<file path="src/include/uvc_params.svh">
`ifndef UVC_PARAMS_SVH
`define UVC_PARAMS_SVH

// ----------------------------------------
// setup packet encodings
// ----------------------------------------
`define UVC_REQTYPE_OUT 8'h40
`define UVC_REQTYPE_IN 8'hC0
`define UVC_BREQ_CONTROL 8'h01
`define UVC_ZERO_WORD 16'h0000

// ----------------------------------------
// selector codes carried in the value field
// ----------------------------------------
`define UVC_SEL_DEVICE_RESET 16'h0000
`define UVC_SEL_START_EXECUTION 16'h0001
`define UVC_SEL_RESUME_EXECUTION 16'h0002
`define UVC_SEL_HALT_ON_IDLE 16'h0003
`define UVC_SEL_HALT_ON_DONE 16'h0004
`define UVC_SEL_CANCEL_COMMAND 16'h0005
`define UVC_SEL_CANCEL_MACRO 16'h0006
`define UVC_SEL_FLUSH_COMMAND_FIFO 16'h0007
`define UVC_SEL_FLUSH_RECEIVE_BUFFER 16'h0008
`define UVC_SEL_FLUSH_TRANSMIT_BUFFER 16'h0009
`define UVC_SEL_READ_COMMAND_FIFO 16'h000A

// ----------------------------------------
// reset values
// ----------------------------------------
`define UVC_RST_BYTE 8'h00
`define UVC_RST_WORD 16'h0000

`endif

</file>
<file path="src/include/uvc_pkg.sv">
package uvc_pkg;

  typedef enum logic [3:0] {
    sel_none,
    sel_device_reset,
    sel_start_execution,
    sel_resume_execution,
    sel_halt_on_idle,
    sel_halt_on_done,
    sel_cancel_command,
    sel_cancel_macro,
    sel_flush_command_fifo,
    sel_flush_receive_buffer,
    sel_flush_transmit_buffer,
    sel_read_command_fifo
  } uvc_sel_t;

  // gray along run -> wait -> halted
  typedef enum logic [1:0] {
    hs_run = 2'h0,
    hs_wait_idle = 2'h1,
    hs_halted = 2'h3,
    hs_wait_done = 2'h2
  } uvc_halt_t;

  typedef enum logic [1:0] {
    rd_idle = 2'h0,
    rd_fetch = 2'h1,
    rd_show = 2'h3
  } uvc_rd_t;

endpackage : uvc_pkg

</file>
<file path="src/include/uvc_sel_if.sv">
`timescale 1ns/1ns
interface uvc_sel_if;
  uvc_pkg::uvc_sel_t sel;
  logic shape_ok;
  modport dec (output sel, output shape_ok);
  modport core (input sel, input shape_ok);
endinterface : uvc_sel_if

</file>
<file path="src/hdl/uvc_setup_decode.sv">
`timescale 1ns/1ns
`include "uvc_params.svh"
module uvc_setup_decode (
  // setup fields
  input wire logic [7:0] bm_request_type,
  input wire logic [7:0] b_request,
  input wire logic [15:0] w_value,
  input wire logic [15:0] w_index,
  input wire logic [15:0] w_length,
  // decoded result
  uvc_sel_if.dec sel_bus
);

  function automatic uvc_pkg::uvc_sel_t sel_of(input logic [15:0] code);
    case (code)
      `UVC_SEL_DEVICE_RESET: sel_of = uvc_pkg::sel_device_reset;
      `UVC_SEL_START_EXECUTION: sel_of = uvc_pkg::sel_start_execution;
      `UVC_SEL_RESUME_EXECUTION: sel_of = uvc_pkg::sel_resume_execution;
      `UVC_SEL_HALT_ON_IDLE: sel_of = uvc_pkg::sel_halt_on_idle;
      `UVC_SEL_HALT_ON_DONE: sel_of = uvc_pkg::sel_halt_on_done;
      `UVC_SEL_CANCEL_COMMAND: sel_of = uvc_pkg::sel_cancel_command;
      `UVC_SEL_CANCEL_MACRO: sel_of = uvc_pkg::sel_cancel_macro;
      `UVC_SEL_FLUSH_COMMAND_FIFO: sel_of = uvc_pkg::sel_flush_command_fifo;
      `UVC_SEL_FLUSH_RECEIVE_BUFFER: sel_of = uvc_pkg::sel_flush_receive_buffer;
      `UVC_SEL_FLUSH_TRANSMIT_BUFFER: sel_of = uvc_pkg::sel_flush_transmit_buffer;
      `UVC_SEL_READ_COMMAND_FIFO: sel_of = uvc_pkg::sel_read_command_fifo;
      default: sel_of = uvc_pkg::sel_none;
    endcase
  endfunction : sel_of

  uvc_pkg::uvc_sel_t sel;
  logic common_ok;

  assign sel = sel_of(w_value);
  assign common_ok = (b_request == `UVC_BREQ_CONTROL) && (w_index == `UVC_ZERO_WORD);
  assign sel_bus.sel = sel;

  // in-request for read-back, zero-length out-request for the rest
  always_comb begin
    if (sel == uvc_pkg::sel_read_command_fifo) begin
      sel_bus.shape_ok = common_ok && (bm_request_type == `UVC_REQTYPE_IN);
    end else begin
      sel_bus.shape_ok = common_ok && (sel != uvc_pkg::sel_none)
        && (bm_request_type == `UVC_REQTYPE_OUT) && (w_length == `UVC_ZERO_WORD);
    end
  end

endmodule : uvc_setup_decode

</file>
<file path="src/hdl/uvc_ctrl_decoder.sv">
`timescale 1ns/1ns
`include "uvc_params.svh"
module uvc_ctrl_decoder #(
  parameter int LEN_W = 16
) (
  // clock and reset
  input wire logic clock,
  input wire logic resetn,
  // setup packet from the usb endpoint 0 logic
  input wire logic setup_valid,
  input wire logic [7:0] bm_request_type,
  input wire logic [7:0] b_request,
  input wire logic [15:0] w_value,
  input wire logic [15:0] w_index,
  input wire logic [15:0] w_length,
  // answer to the setup packet
  output logic req_ack,
  output logic req_stall,
  // read-back data stage
  output logic [LEN_W-1:0] in_length,
  output logic in_valid,
  output logic [7:0] in_data,
  input wire logic in_ready,
  output logic in_done,
  // command fifo peek port
  input wire logic [LEN_W-1:0] fifo_count,
  output logic [LEN_W-1:0] fifo_peek_addr,
  input wire logic [7:0] fifo_peek_data,
  // execution engine
  input wire logic engine_idle,
  input wire logic engine_cmd_done,
  output logic halt_request,
  output logic halted,
  output logic device_reset,
  output logic start_execution,
  output logic resume_execution,
  output logic cancel_command,
  output logic cancel_macro,
  output logic flush_command_fifo,
  output logic flush_receive_buffer,
  output logic flush_transmit_buffer
);

  if (LEN_W < 8 || LEN_W > 16) begin : g_len_check
    $error("uvc_ctrl_decoder: LEN_W must be 8..16");
  end

  // ----------------------------------------
  // setup decode
  // ----------------------------------------
  uvc_sel_if sel_bus ();

  uvc_setup_decode u_decode (
    .bm_request_type(bm_request_type),
    .b_request(b_request),
    .w_value(w_value),
    .w_index(w_index),
    .w_length(w_length),
    .sel_bus(sel_bus)
  );

  function automatic logic needs_halt(input uvc_pkg::uvc_sel_t s);
    needs_halt = (s == uvc_pkg::sel_flush_command_fifo)
      || (s == uvc_pkg::sel_flush_receive_buffer)
      || (s == uvc_pkg::sel_flush_transmit_buffer)
      || (s == uvc_pkg::sel_read_command_fifo);
  endfunction : needs_halt

  uvc_pkg::uvc_halt_t halt_reg;
  uvc_pkg::uvc_rd_t rd_reg;
  logic accept;
  logic [LEN_W-1:0] idx_reg;

  assign halted = (halt_reg == uvc_pkg::hs_halted);
  assign halt_request = (halt_reg != uvc_pkg::hs_run);
  // halt-gated selectors refused while running
  assign accept = setup_valid && sel_bus.shape_ok
    && (!needs_halt(sel_bus.sel) || halted);

  // ----------------------------------------
  // answer
  // ----------------------------------------
  always_ff @(posedge clock or negedge resetn) begin
    if (!resetn) begin
      req_ack <= 1'b0;
      req_stall <= 1'b0;
    end else begin
      req_ack <= accept;
      req_stall <= setup_valid && !accept;
    end
  end

  // ----------------------------------------
  // halt state
  // ----------------------------------------
  always_ff @(posedge clock or negedge resetn) begin
    if (!resetn) begin
      halt_reg <= uvc_pkg::hs_run;
    end else if (accept && !halted && (sel_bus.sel == uvc_pkg::sel_halt_on_idle)) begin
      halt_reg <= uvc_pkg::hs_wait_idle;
    end else if (accept && !halted && (sel_bus.sel == uvc_pkg::sel_halt_on_done)) begin
      halt_reg <= uvc_pkg::hs_wait_done;
    end else if (accept && ((sel_bus.sel == uvc_pkg::sel_device_reset)
        || (sel_bus.sel == uvc_pkg::sel_start_execution)
        || (sel_bus.sel == uvc_pkg::sel_resume_execution))) begin
      halt_reg <= uvc_pkg::hs_run;
    end else begin
      // other accepted selectors must not swallow a done pulse
      unique case (halt_reg)
        uvc_pkg::hs_wait_idle: begin
          if (engine_idle) halt_reg <= uvc_pkg::hs_halted;
        end
        uvc_pkg::hs_wait_done: begin
          if (engine_cmd_done || engine_idle) halt_reg <= uvc_pkg::hs_halted;
        end
        uvc_pkg::hs_run,
        uvc_pkg::hs_halted: begin
          halt_reg <= halt_reg;
        end
      endcase
    end
  end

  // ----------------------------------------
  // command pulses to the engine
  // ----------------------------------------
  always_ff @(posedge clock or negedge resetn) begin
    if (!resetn) begin
      device_reset <= 1'b0;
      start_execution <= 1'b0;
      resume_execution <= 1'b0;
      cancel_command <= 1'b0;
      cancel_macro <= 1'b0;
    end else begin
      device_reset <= accept && (sel_bus.sel == uvc_pkg::sel_device_reset);
      start_execution <= accept && (sel_bus.sel == uvc_pkg::sel_start_execution);
      resume_execution <= accept && (sel_bus.sel == uvc_pkg::sel_resume_execution);
      cancel_command <= accept && (sel_bus.sel == uvc_pkg::sel_cancel_command);
      cancel_macro <= accept && (sel_bus.sel == uvc_pkg::sel_cancel_macro);
    end
  end

  always_ff @(posedge clock or negedge resetn) begin
    if (!resetn) begin
      flush_command_fifo <= 1'b0;
      flush_receive_buffer <= 1'b0;
      flush_transmit_buffer <= 1'b0;
    end else begin
      flush_command_fifo <= accept && (sel_bus.sel == uvc_pkg::sel_flush_command_fifo);
      flush_receive_buffer <= accept
        && (sel_bus.sel == uvc_pkg::sel_flush_receive_buffer);
      flush_transmit_buffer <= accept
        && (sel_bus.sel == uvc_pkg::sel_flush_transmit_buffer);
    end
  end

  // ----------------------------------------
  // read-back data stage
  // ----------------------------------------
  assign in_valid = (rd_reg == uvc_pkg::rd_show);
  assign fifo_peek_addr = idx_reg;

  always_ff @(posedge clock or negedge resetn) begin
    if (!resetn) begin
      rd_reg <= uvc_pkg::rd_idle;
      idx_reg <= '0;
      in_length <= '0;
      in_data <= `UVC_RST_BYTE;
      in_done <= 1'b0;
    end else begin
      in_done <= 1'b0;
      if (accept && (sel_bus.sel == uvc_pkg::sel_read_command_fifo)) begin
        in_length <= fifo_count;
        idx_reg <= '0;
        if (fifo_count == '0) begin
          rd_reg <= uvc_pkg::rd_idle;
          in_done <= 1'b1;
        end else begin
          rd_reg <= uvc_pkg::rd_fetch;
        end
      end else if (setup_valid) begin
        // a new setup aborts any read-back in flight
        rd_reg <= uvc_pkg::rd_idle;
      end else begin
        unique case (rd_reg)
          uvc_pkg::rd_idle: begin
            rd_reg <= uvc_pkg::rd_idle;
          end
          uvc_pkg::rd_fetch: begin
            in_data <= fifo_peek_data;
            rd_reg <= uvc_pkg::rd_show;
          end
          uvc_pkg::rd_show: begin
            if (in_ready) begin
              if (idx_reg + LEN_W'(1) == in_length) begin
                rd_reg <= uvc_pkg::rd_idle;
                in_done <= 1'b1;
              end else begin
                idx_reg <= idx_reg + LEN_W'(1);
                rd_reg <= uvc_pkg::rd_fetch;
              end
            end
          end
        endcase
      end
    end
  end

  // ----------------------------------------
  // checks
  // ----------------------------------------
  property p_halt_idle;
    @(posedge clock) disable iff (!resetn)
      (halt_reg == uvc_pkg::hs_wait_idle) && engine_idle && !setup_valid |=> halted;
  endproperty
  a_halt_idle: assert property (p_halt_idle) else $error("halt on idle missed");

  property p_halt_done;
    @(posedge clock) disable iff (!resetn)
      (halt_reg == uvc_pkg::hs_wait_done) && engine_cmd_done && !setup_valid |=> halted;
  endproperty
  a_halt_done: assert property (p_halt_done) else $error("halt on done missed");

  property p_flush_cmd;
    @(posedge clock) disable iff (!resetn)
      flush_command_fifo |-> $past(halted) && $past(setup_valid);
  endproperty
  a_flush_cmd: assert property (p_flush_cmd) else $error("fifo flush while running");

  property p_flush_rx;
    @(posedge clock) disable iff (!resetn)
      (setup_valid && sel_bus.sel == uvc_pkg::sel_flush_receive_buffer && !halted)
      |=> req_stall && !flush_receive_buffer;
  endproperty
  a_flush_rx: assert property (p_flush_rx) else $error("rx flush while running");

  property p_flush_tx;
    @(posedge clock) disable iff (!resetn)
      flush_transmit_buffer |-> $past(halted) && req_ack;
  endproperty
  a_flush_tx: assert property (p_flush_tx) else $error("tx flush while running");

  property p_read_gate;
    @(posedge clock) disable iff (!resetn)
      (setup_valid && sel_bus.sel == uvc_pkg::sel_read_command_fifo && !halted)
      |=> req_stall && !req_ack && !in_valid;
  endproperty
  a_read_gate: assert property (p_read_gate) else $error("read-back while running");

  property p_read_len;
    @(posedge clock) disable iff (!resetn)
      (accept && sel_bus.sel == uvc_pkg::sel_read_command_fifo && fifo_count != '0)
      ##1 !setup_valid |-> (in_length == $past(fifo_count)) && !in_valid ##1 in_valid;
  endproperty
  a_read_len: assert property (p_read_len) else $error("read-back length wrong");

  property p_zero_len;
    @(posedge clock) disable iff (!resetn)
      (setup_valid && sel_bus.sel == uvc_pkg::sel_start_execution && w_length != '0)
      |=> req_stall && !start_execution;
  endproperty
  a_zero_len: assert property (p_zero_len) else $error("nonzero length accepted");

endmodule : uvc_ctrl_decoder

</file>
<file path="config.mk">
export PLATFORM = sky130hd
export DESIGN_NAME = uvc_ctrl_decoder
export DESIGN_NICKNAME = d
export VERILOG_FILES = /design/src/include/uvc_pkg.sv /design/src/include/uvc_sel_if.sv /design/src/hdl/uvc_setup_decode.sv /design/src/hdl/uvc_ctrl_decoder.sv
export VERILOG_INCLUDE_DIRS = /design/src /design/src/include
export SDC_FILE = /design/constraint.sdc
export NUM_CORES = 1
export LEC_CHECK = 0
export BUFFER_PORTS_ARGS = -buffer_cell sky130_fd_sc_hd__buf_2
export CAP_MARGIN = 30
export CORE_MARGIN = 8
export CORE_UTILIZATION = 25
export DETAILED_ROUTE_END_ITERATION = 10
export GPL_TIMING_DRIVEN = 0
export PLACE_DENSITY_LB_ADDON = 0.3
export SLEW_MARGIN = 40
export SYNTH_ARGS = -nofsm -noshare
export SYNTH_HDL_FRONTEND = slang
export SYNTH_SLANG_ARGS = --single-unit
</file>
<file path="constraint.sdc">
create_clock -name clock -period 3.4 [get_ports clock]
set_input_delay 0.34 -clock clock [delete_from_list [all_inputs] [get_ports clock]]
set_output_delay 0.34 -clock clock [all_outputs]
set_load 0.02 [all_outputs]
</file>
**Yosys cells after proc, flatten, opt, wreduce, memory -nomap -nowiden**

Memory sizes are Yosys's and may differ from the RTL's.
Cells that the tools add are included.

- Add/subtract/negate cells: 1
- Equality and inequality tests: 26
- Multiplexer cells: 25
- Bitwise operators: 2
- Reduce and logical (&&, ||, !) cells: 45

Operators by type and width:

| operator | number |
|---|---|
| $mux 16 | 5 |
| $logic_not 16->1 | 3 |
| $logic_and 1x1->1 | 21 |
| $add 16x1->16 const B | 1 |
| $eq 16x16->1 | 1 |
| $eq 4x3->1 const B | 4 |
| $eq 4x4->1 const B | 4 |
| $mux 2 | 8 |
| $logic_not 12->1 | 1 |
| $ne 5x5->1 const B | 2 |
| $mux 1 | 9 |
| $eq 4x2->1 const B | 2 |
| $eq 8x1->1 const B | 1 |
| $eq 8x7->1 const B | 1 |
| $eq 8x8->1 const B | 1 |
| $logic_or 1x1->1 | 7 |
| $eq 2x2->1 const B | 3 |
| $pmux 2 s3 | 1 |
| $reduce_and 3->1 | 2 |
| $reduce_bool 2->1 | 3 |
| $eq 2x1->1 const B | 2 |
| $eq 4x1->1 const B | 1 |
| $logic_not 2->1 | 2 |
| $mux 4 | 1 |
| other kinds (10) | 13 |

- Bits in registers: 55
- ROM bits: 64
- Bits of input ports: 94
- Output and inout bits: 54
- Word-level logic and storage cells: 116
- Memories kept: 1

Memory list:

| name | words | width | read ports | clocked after Yosys merged registers in | write ports | line | RTL |
|---|---|---|---|---|---|---|---|
| (name not given) | 16 | 4 | 1 | 0 | 0 | uvc_setup_decode.sv:15 | `case (code)` |

**Logic depth before layout (Yosys ltp)**

- Depth in word-level cells: 13
- Mapped depth: 11
- Depth with buffers taken out: 9

**Hierarchy**

A second synthesis with hierarchy kept.

- Cells, all modules: 337
- Area, all modules: 3,303.2 sq um

By module, submodules not included:

| module | instances | cells each | area an instance (sq um) | seq. area each (sq um) |
|---|---|---|---|---|
| uvc_ctrl_decoder | 1 | 289 | 2,969.1 | 1,376.3 |
| uvc_setup_decode | 1 | 48 | 334.1 | 0.0 |

**Worst setup path after synthesis**

No wires, ideal clock.

- Path type: register -> register
- Start: register idx_reg[0], in the netlist fifo_peek_addr[0]
- End: register idx_reg[12], in the netlist fifo_peek_addr[12]
- Setup time: 0.124 ns
- Arrival: 2.555 ns
- Data required time: 3.276 ns
- Setup slack: 0.721 ns
- Stages on the path, launching flop included: 10
- Buffers on the path: 0
- Period minus slack after synthesis: 2.679 ns
- Path through: dfrtp_1 > ha_1 > xor2_1 > a311oi_1 > nand3_1 > a2111o_1 > nor4_4 > a21oi_2 > and3_1 > a211o_1

- Cells in the longest elaborated chain, start to end: 6
- Elaborated cells between the ends (all ways): 9
- Classes of those cells: 1 x add/sub; 2 x eq/ne; 5 x mux; 1 x reduce/logical

RTL lines:

| element | line | RTL |
|---|---|---|
| from (decl) | uvc_ctrl_decoder.sv:72 | `logic [LEN_W-1:0] idx_reg;` |
| from (signal assigned) | uvc_ctrl_decoder.sv:199 | `idx_reg <= idx_reg + LEN_W'(1);` |
| $add 16x1->16 (*) | uvc_ctrl_decoder.sv:195, uvc_ctrl_decoder.sv:199 |  |
| branches (longest 5 deep; another with $eq 16x16->1) | -- |  |

Every way passes the cells marked *. The select of a mux whose other input is x is not followed.
A chain may end at the register's enable or synchronous reset.

**Worst setup path in the final report**

- Start: register idx_reg[0], in the netlist fifo_peek_addr[0]
- End: register idx_reg[9], in the netlist fifo_peek_addr[9]

The elaborated chain is that of the path after synthesis.

==> flow_summary.json <==
{
  "status": "complete, no violations",
  "cts.clk_slew.worst_paths_ns": 0.07,
  "whs_ns": 0.248,
  "maxCapViolCount": 0,
  "ys_ff_latch": 55,
  "post_cts_buffers": 0,
  "rr_worst_depth": 9,
  "cts_tree": "done",
  "syn_inst": 349,
  "avgSynthCellArea_um2": 9.86,
  "core_area_um2": 13700,
  "crit_path_start_kind": "register",
  "vias_per_cell": 4.94,
  "globalRouteTotalUtil_pct": 13.3,
  "synth_flop_cell": "dfrtp_1",
  "drt-total-wl_um": 11900,
  "io_buffers": 147,
  "clock_path_buffers": 2,
  "path_common_cell": "nor4_4",
  "utilization_pct": 33.7,
  "cellPowerDensity_nw_per_um2": 293,
  "worst-path-max-fanout": 9,
  "yosysTopAreaCell": "dfrtp_1",
  "grt_max_degree": 56,
  "p_switching_mw": 0.293,
  "slowest_stage": "dfrtp_1",
  "fp-row-count": 43,
  "synth_cell_types": 60,
  "netSwitchingFraction_pct": 21.7,
  "power_mw": 1.35,
  "final_hold_viol_count": 0,
  "place_area_um2": 4400,
  "grt_pass1_vias": 3715,
  "crit_type": "register to register",
  "cp_num_buf_inv": 0,
  "first_pass_iters": 4,
  "pwr-share-comb_pct": 7.4,
  "fp.dieH_um": 133,
  "final_common_cell": "buf_2",
  "hold_class": "input port to register",
  "finClkSkew_ns": 0.00924,
  "max_slew_margin_pct": 51.7,
  "finalSetupViolCount": 0,
  "report.final.slew_viol_count": 0,
  "layout_common_cells": "buf_2, dfrtp_1, nand3_1, mux2_2, nor2_1",
  "dp_slack_ns": 0.214,
  "seq_power_share_pct": 48.5,
  "rsz0062_at_grt": "false",
  "cts-resized-gates": 0,
  "synth_seq_area_share_pct": 40.0,
  "drive_above_1_share_pct": 40.5,
  "grt_pass1_wl_um": 19000,
  "clk_latency_ns": 0.30,
  "end_kind": "register",
  "leakagePower_nw": 2.37,
  "path_cells": "ha_1, nand4_4, nor4_4, xnor2_1, o221ai_1, nor4_4, a21oi_2, nor2_2, a221o_1",
  "drtIter0Drc": 146,
  "yosys_warnings": 0,
  "crit_family": "compound AO/OA/AOI/OAI gates",
  "fmax_mhz": 330,
  "drc": 0,
  "area_growth_pct": 33.8,
  "clkSinkCount": 55,
  "ant_nets": 0,
  "min_period_ns": 3.03,
  "cp_slowest_stage_delay_ns": 0.46,
  "gp_congestion": 0.882,
  "antenna_found_initial": 4,
  "start_util_pct": 25.2,
  "final_nets": 606,
  "die_area_um2": 17800,
  "h-tree-depth": 2,
  "vias": 3395,
  "avgRoutedWirePerCell_um": 17.3,
  "synth_top_area_share_pct": 40.0,
  "synth_area_leaders": "dfrtp_1, mux2_2, nand3_1",
  "arrival_ns": 3.20,
  "gr-total-overflow": 0,
  "synth_edf_count": 0,
  "worstSetupPathDepth": 9,
  "syn_nets": 450,
  "ios": 148,
  "critical_path_required_ns": 3.58,
  "place_inst": 676,
  "synth-async-reset-ratio_pct": 100,
  "finish.instance_area_um2": 4600,
  "cts_buffers": 5,
  "finalSetupTns_ns": 0,
  "internal_power_mw": 1.06,
  "die_x_um": 133,
  "min_path_cells": 2,
  "post-dp-hpwl_um": 9690,
  "post-route-period-util_pct": 89.0,
  "irDropWorstVdd_mv": 0.183,
  "tightest_slew_ns": 0.721,
  "layout.cells.non_filler": 687,
  "p_clk_share_pct": 44.2,
  "cts-root-buf": "clkbuf_16",
  "finalWorstSetupSlack_ns": 0.374,
  "netlist_area_um2": 3440
}
[power groups by stage]
stage | logic (mW) | clock network, mW | registers (mW)
final | 0.0996 | 0.596 | 0.654
after global routing | 0.111 | 0.647 | 0.654
after CTS | 0.0983 | 0.619 | 0.654
after detailed placement | 0.0982 | 0 | 0.667
after global placement | 0.0953 | 0 | 0.667
after floorplan | 0.0173 | 0 | 0.668
[worst register-to-register path, stage by stage, from the launching register on]
cell      delay (ns)
dfrtp_1         0.46
ha_1            0.34
nand4_4         0.22
nor4_4          0.42
xnor2_1         0.13
o221ai_1        0.31
nor4_4          0.08
a21oi_2         0.39
nor2_2          0.18
a221o_1         0.37
[logic make-up (layout without fill, tap and decap cells)]
logic type | after synthesis | count (layout) | share of synthesized area (%)
AOI/OAI and AO/OA | 66 | 66 | 13.5
buffers and inverters | 29 | 186 | 3.71
DFF | 55 | 55 | 40.0
muxes | 27 | 27 | 8.73
other | 0 | 1 | 0
xor gates and xnor gates | 20 | 20 | 5.09
adders and majority gates | 7 | 7 | 2.55
and+or+nand+nor | 145 | 145 | 26.4
[Yosys cell counts, drive strengths merged (4+ instances only)]
| cell | instances |
|---|---|
| or3 | 8 |
| nor4 | 19 |
| mux2 | 24 |
| xnor2 | 12 |
| nand3 | 25 |
| nand2b | 7 |
| inv | 15 |
| nor4b | 4 |
| xor2 | 8 |
| o22ai | 4 |
| a21oi | 10 |
| and3 | 4 |
| nor2 | 24 |
| o21ai | 17 |
| buf | 13 |
| nor3 | 14 |
| ha | 7 |
| nand4 | 8 |
| nand2 | 13 |
| dfrtp | 55 |
[cell type report]
class,instances,area (um2)
well taps,180,225
diodes,1,2.50
repair buffers,149,768
flip-flops and latches,55,1380
clock buffers,6,129
fillers,1450,9060
inverters,15,56.3
multi-input cells,265,1940
plain buffers,14,71.3
clock inverters,2,38.8
[repair_timing]
item,CTS,global route
hold buffers,0,1
endpoints found under the hold margin,0,13
setup endpoints to repair,0,0
[final timing paths]
path                                                      end                     startpoint  slack [ns]
worst max-delay path            fifo_peek_addr[9]$_DFFE_PN0P_  fifo_peek_addr[0]$_DFFE_PN0P_        0.37
worst min register to register         in_data[6]$_DFFE_PN0P_         in_data[6]$_DFFE_PN0P_        0.50
min in group asynchronous           in_length[15]$_DFFE_PN0N_                         resetn        0.45
worst max register to register  fifo_peek_addr[9]$_DFFE_PN0P_  fifo_peek_addr[0]$_DFFE_PN0P_        0.37
max in group asynchronous                   in_done$_DFF_PN0_                         resetn        2.48
worst min-delay path                    rd_reg[1]$_DFFE_PN0P_                       in_ready        0.25
[routing by layer]
metal  up-vias  wire [um]  GRT usage (%)
met4         6        184           4.05
met1      1624       4980           14.7
met3        17        773           4.56
li1       1638          -              -
met2       110       5870           23.3
met5         -         38              0
No activity file was read; power rests on OpenSTA's default activity.
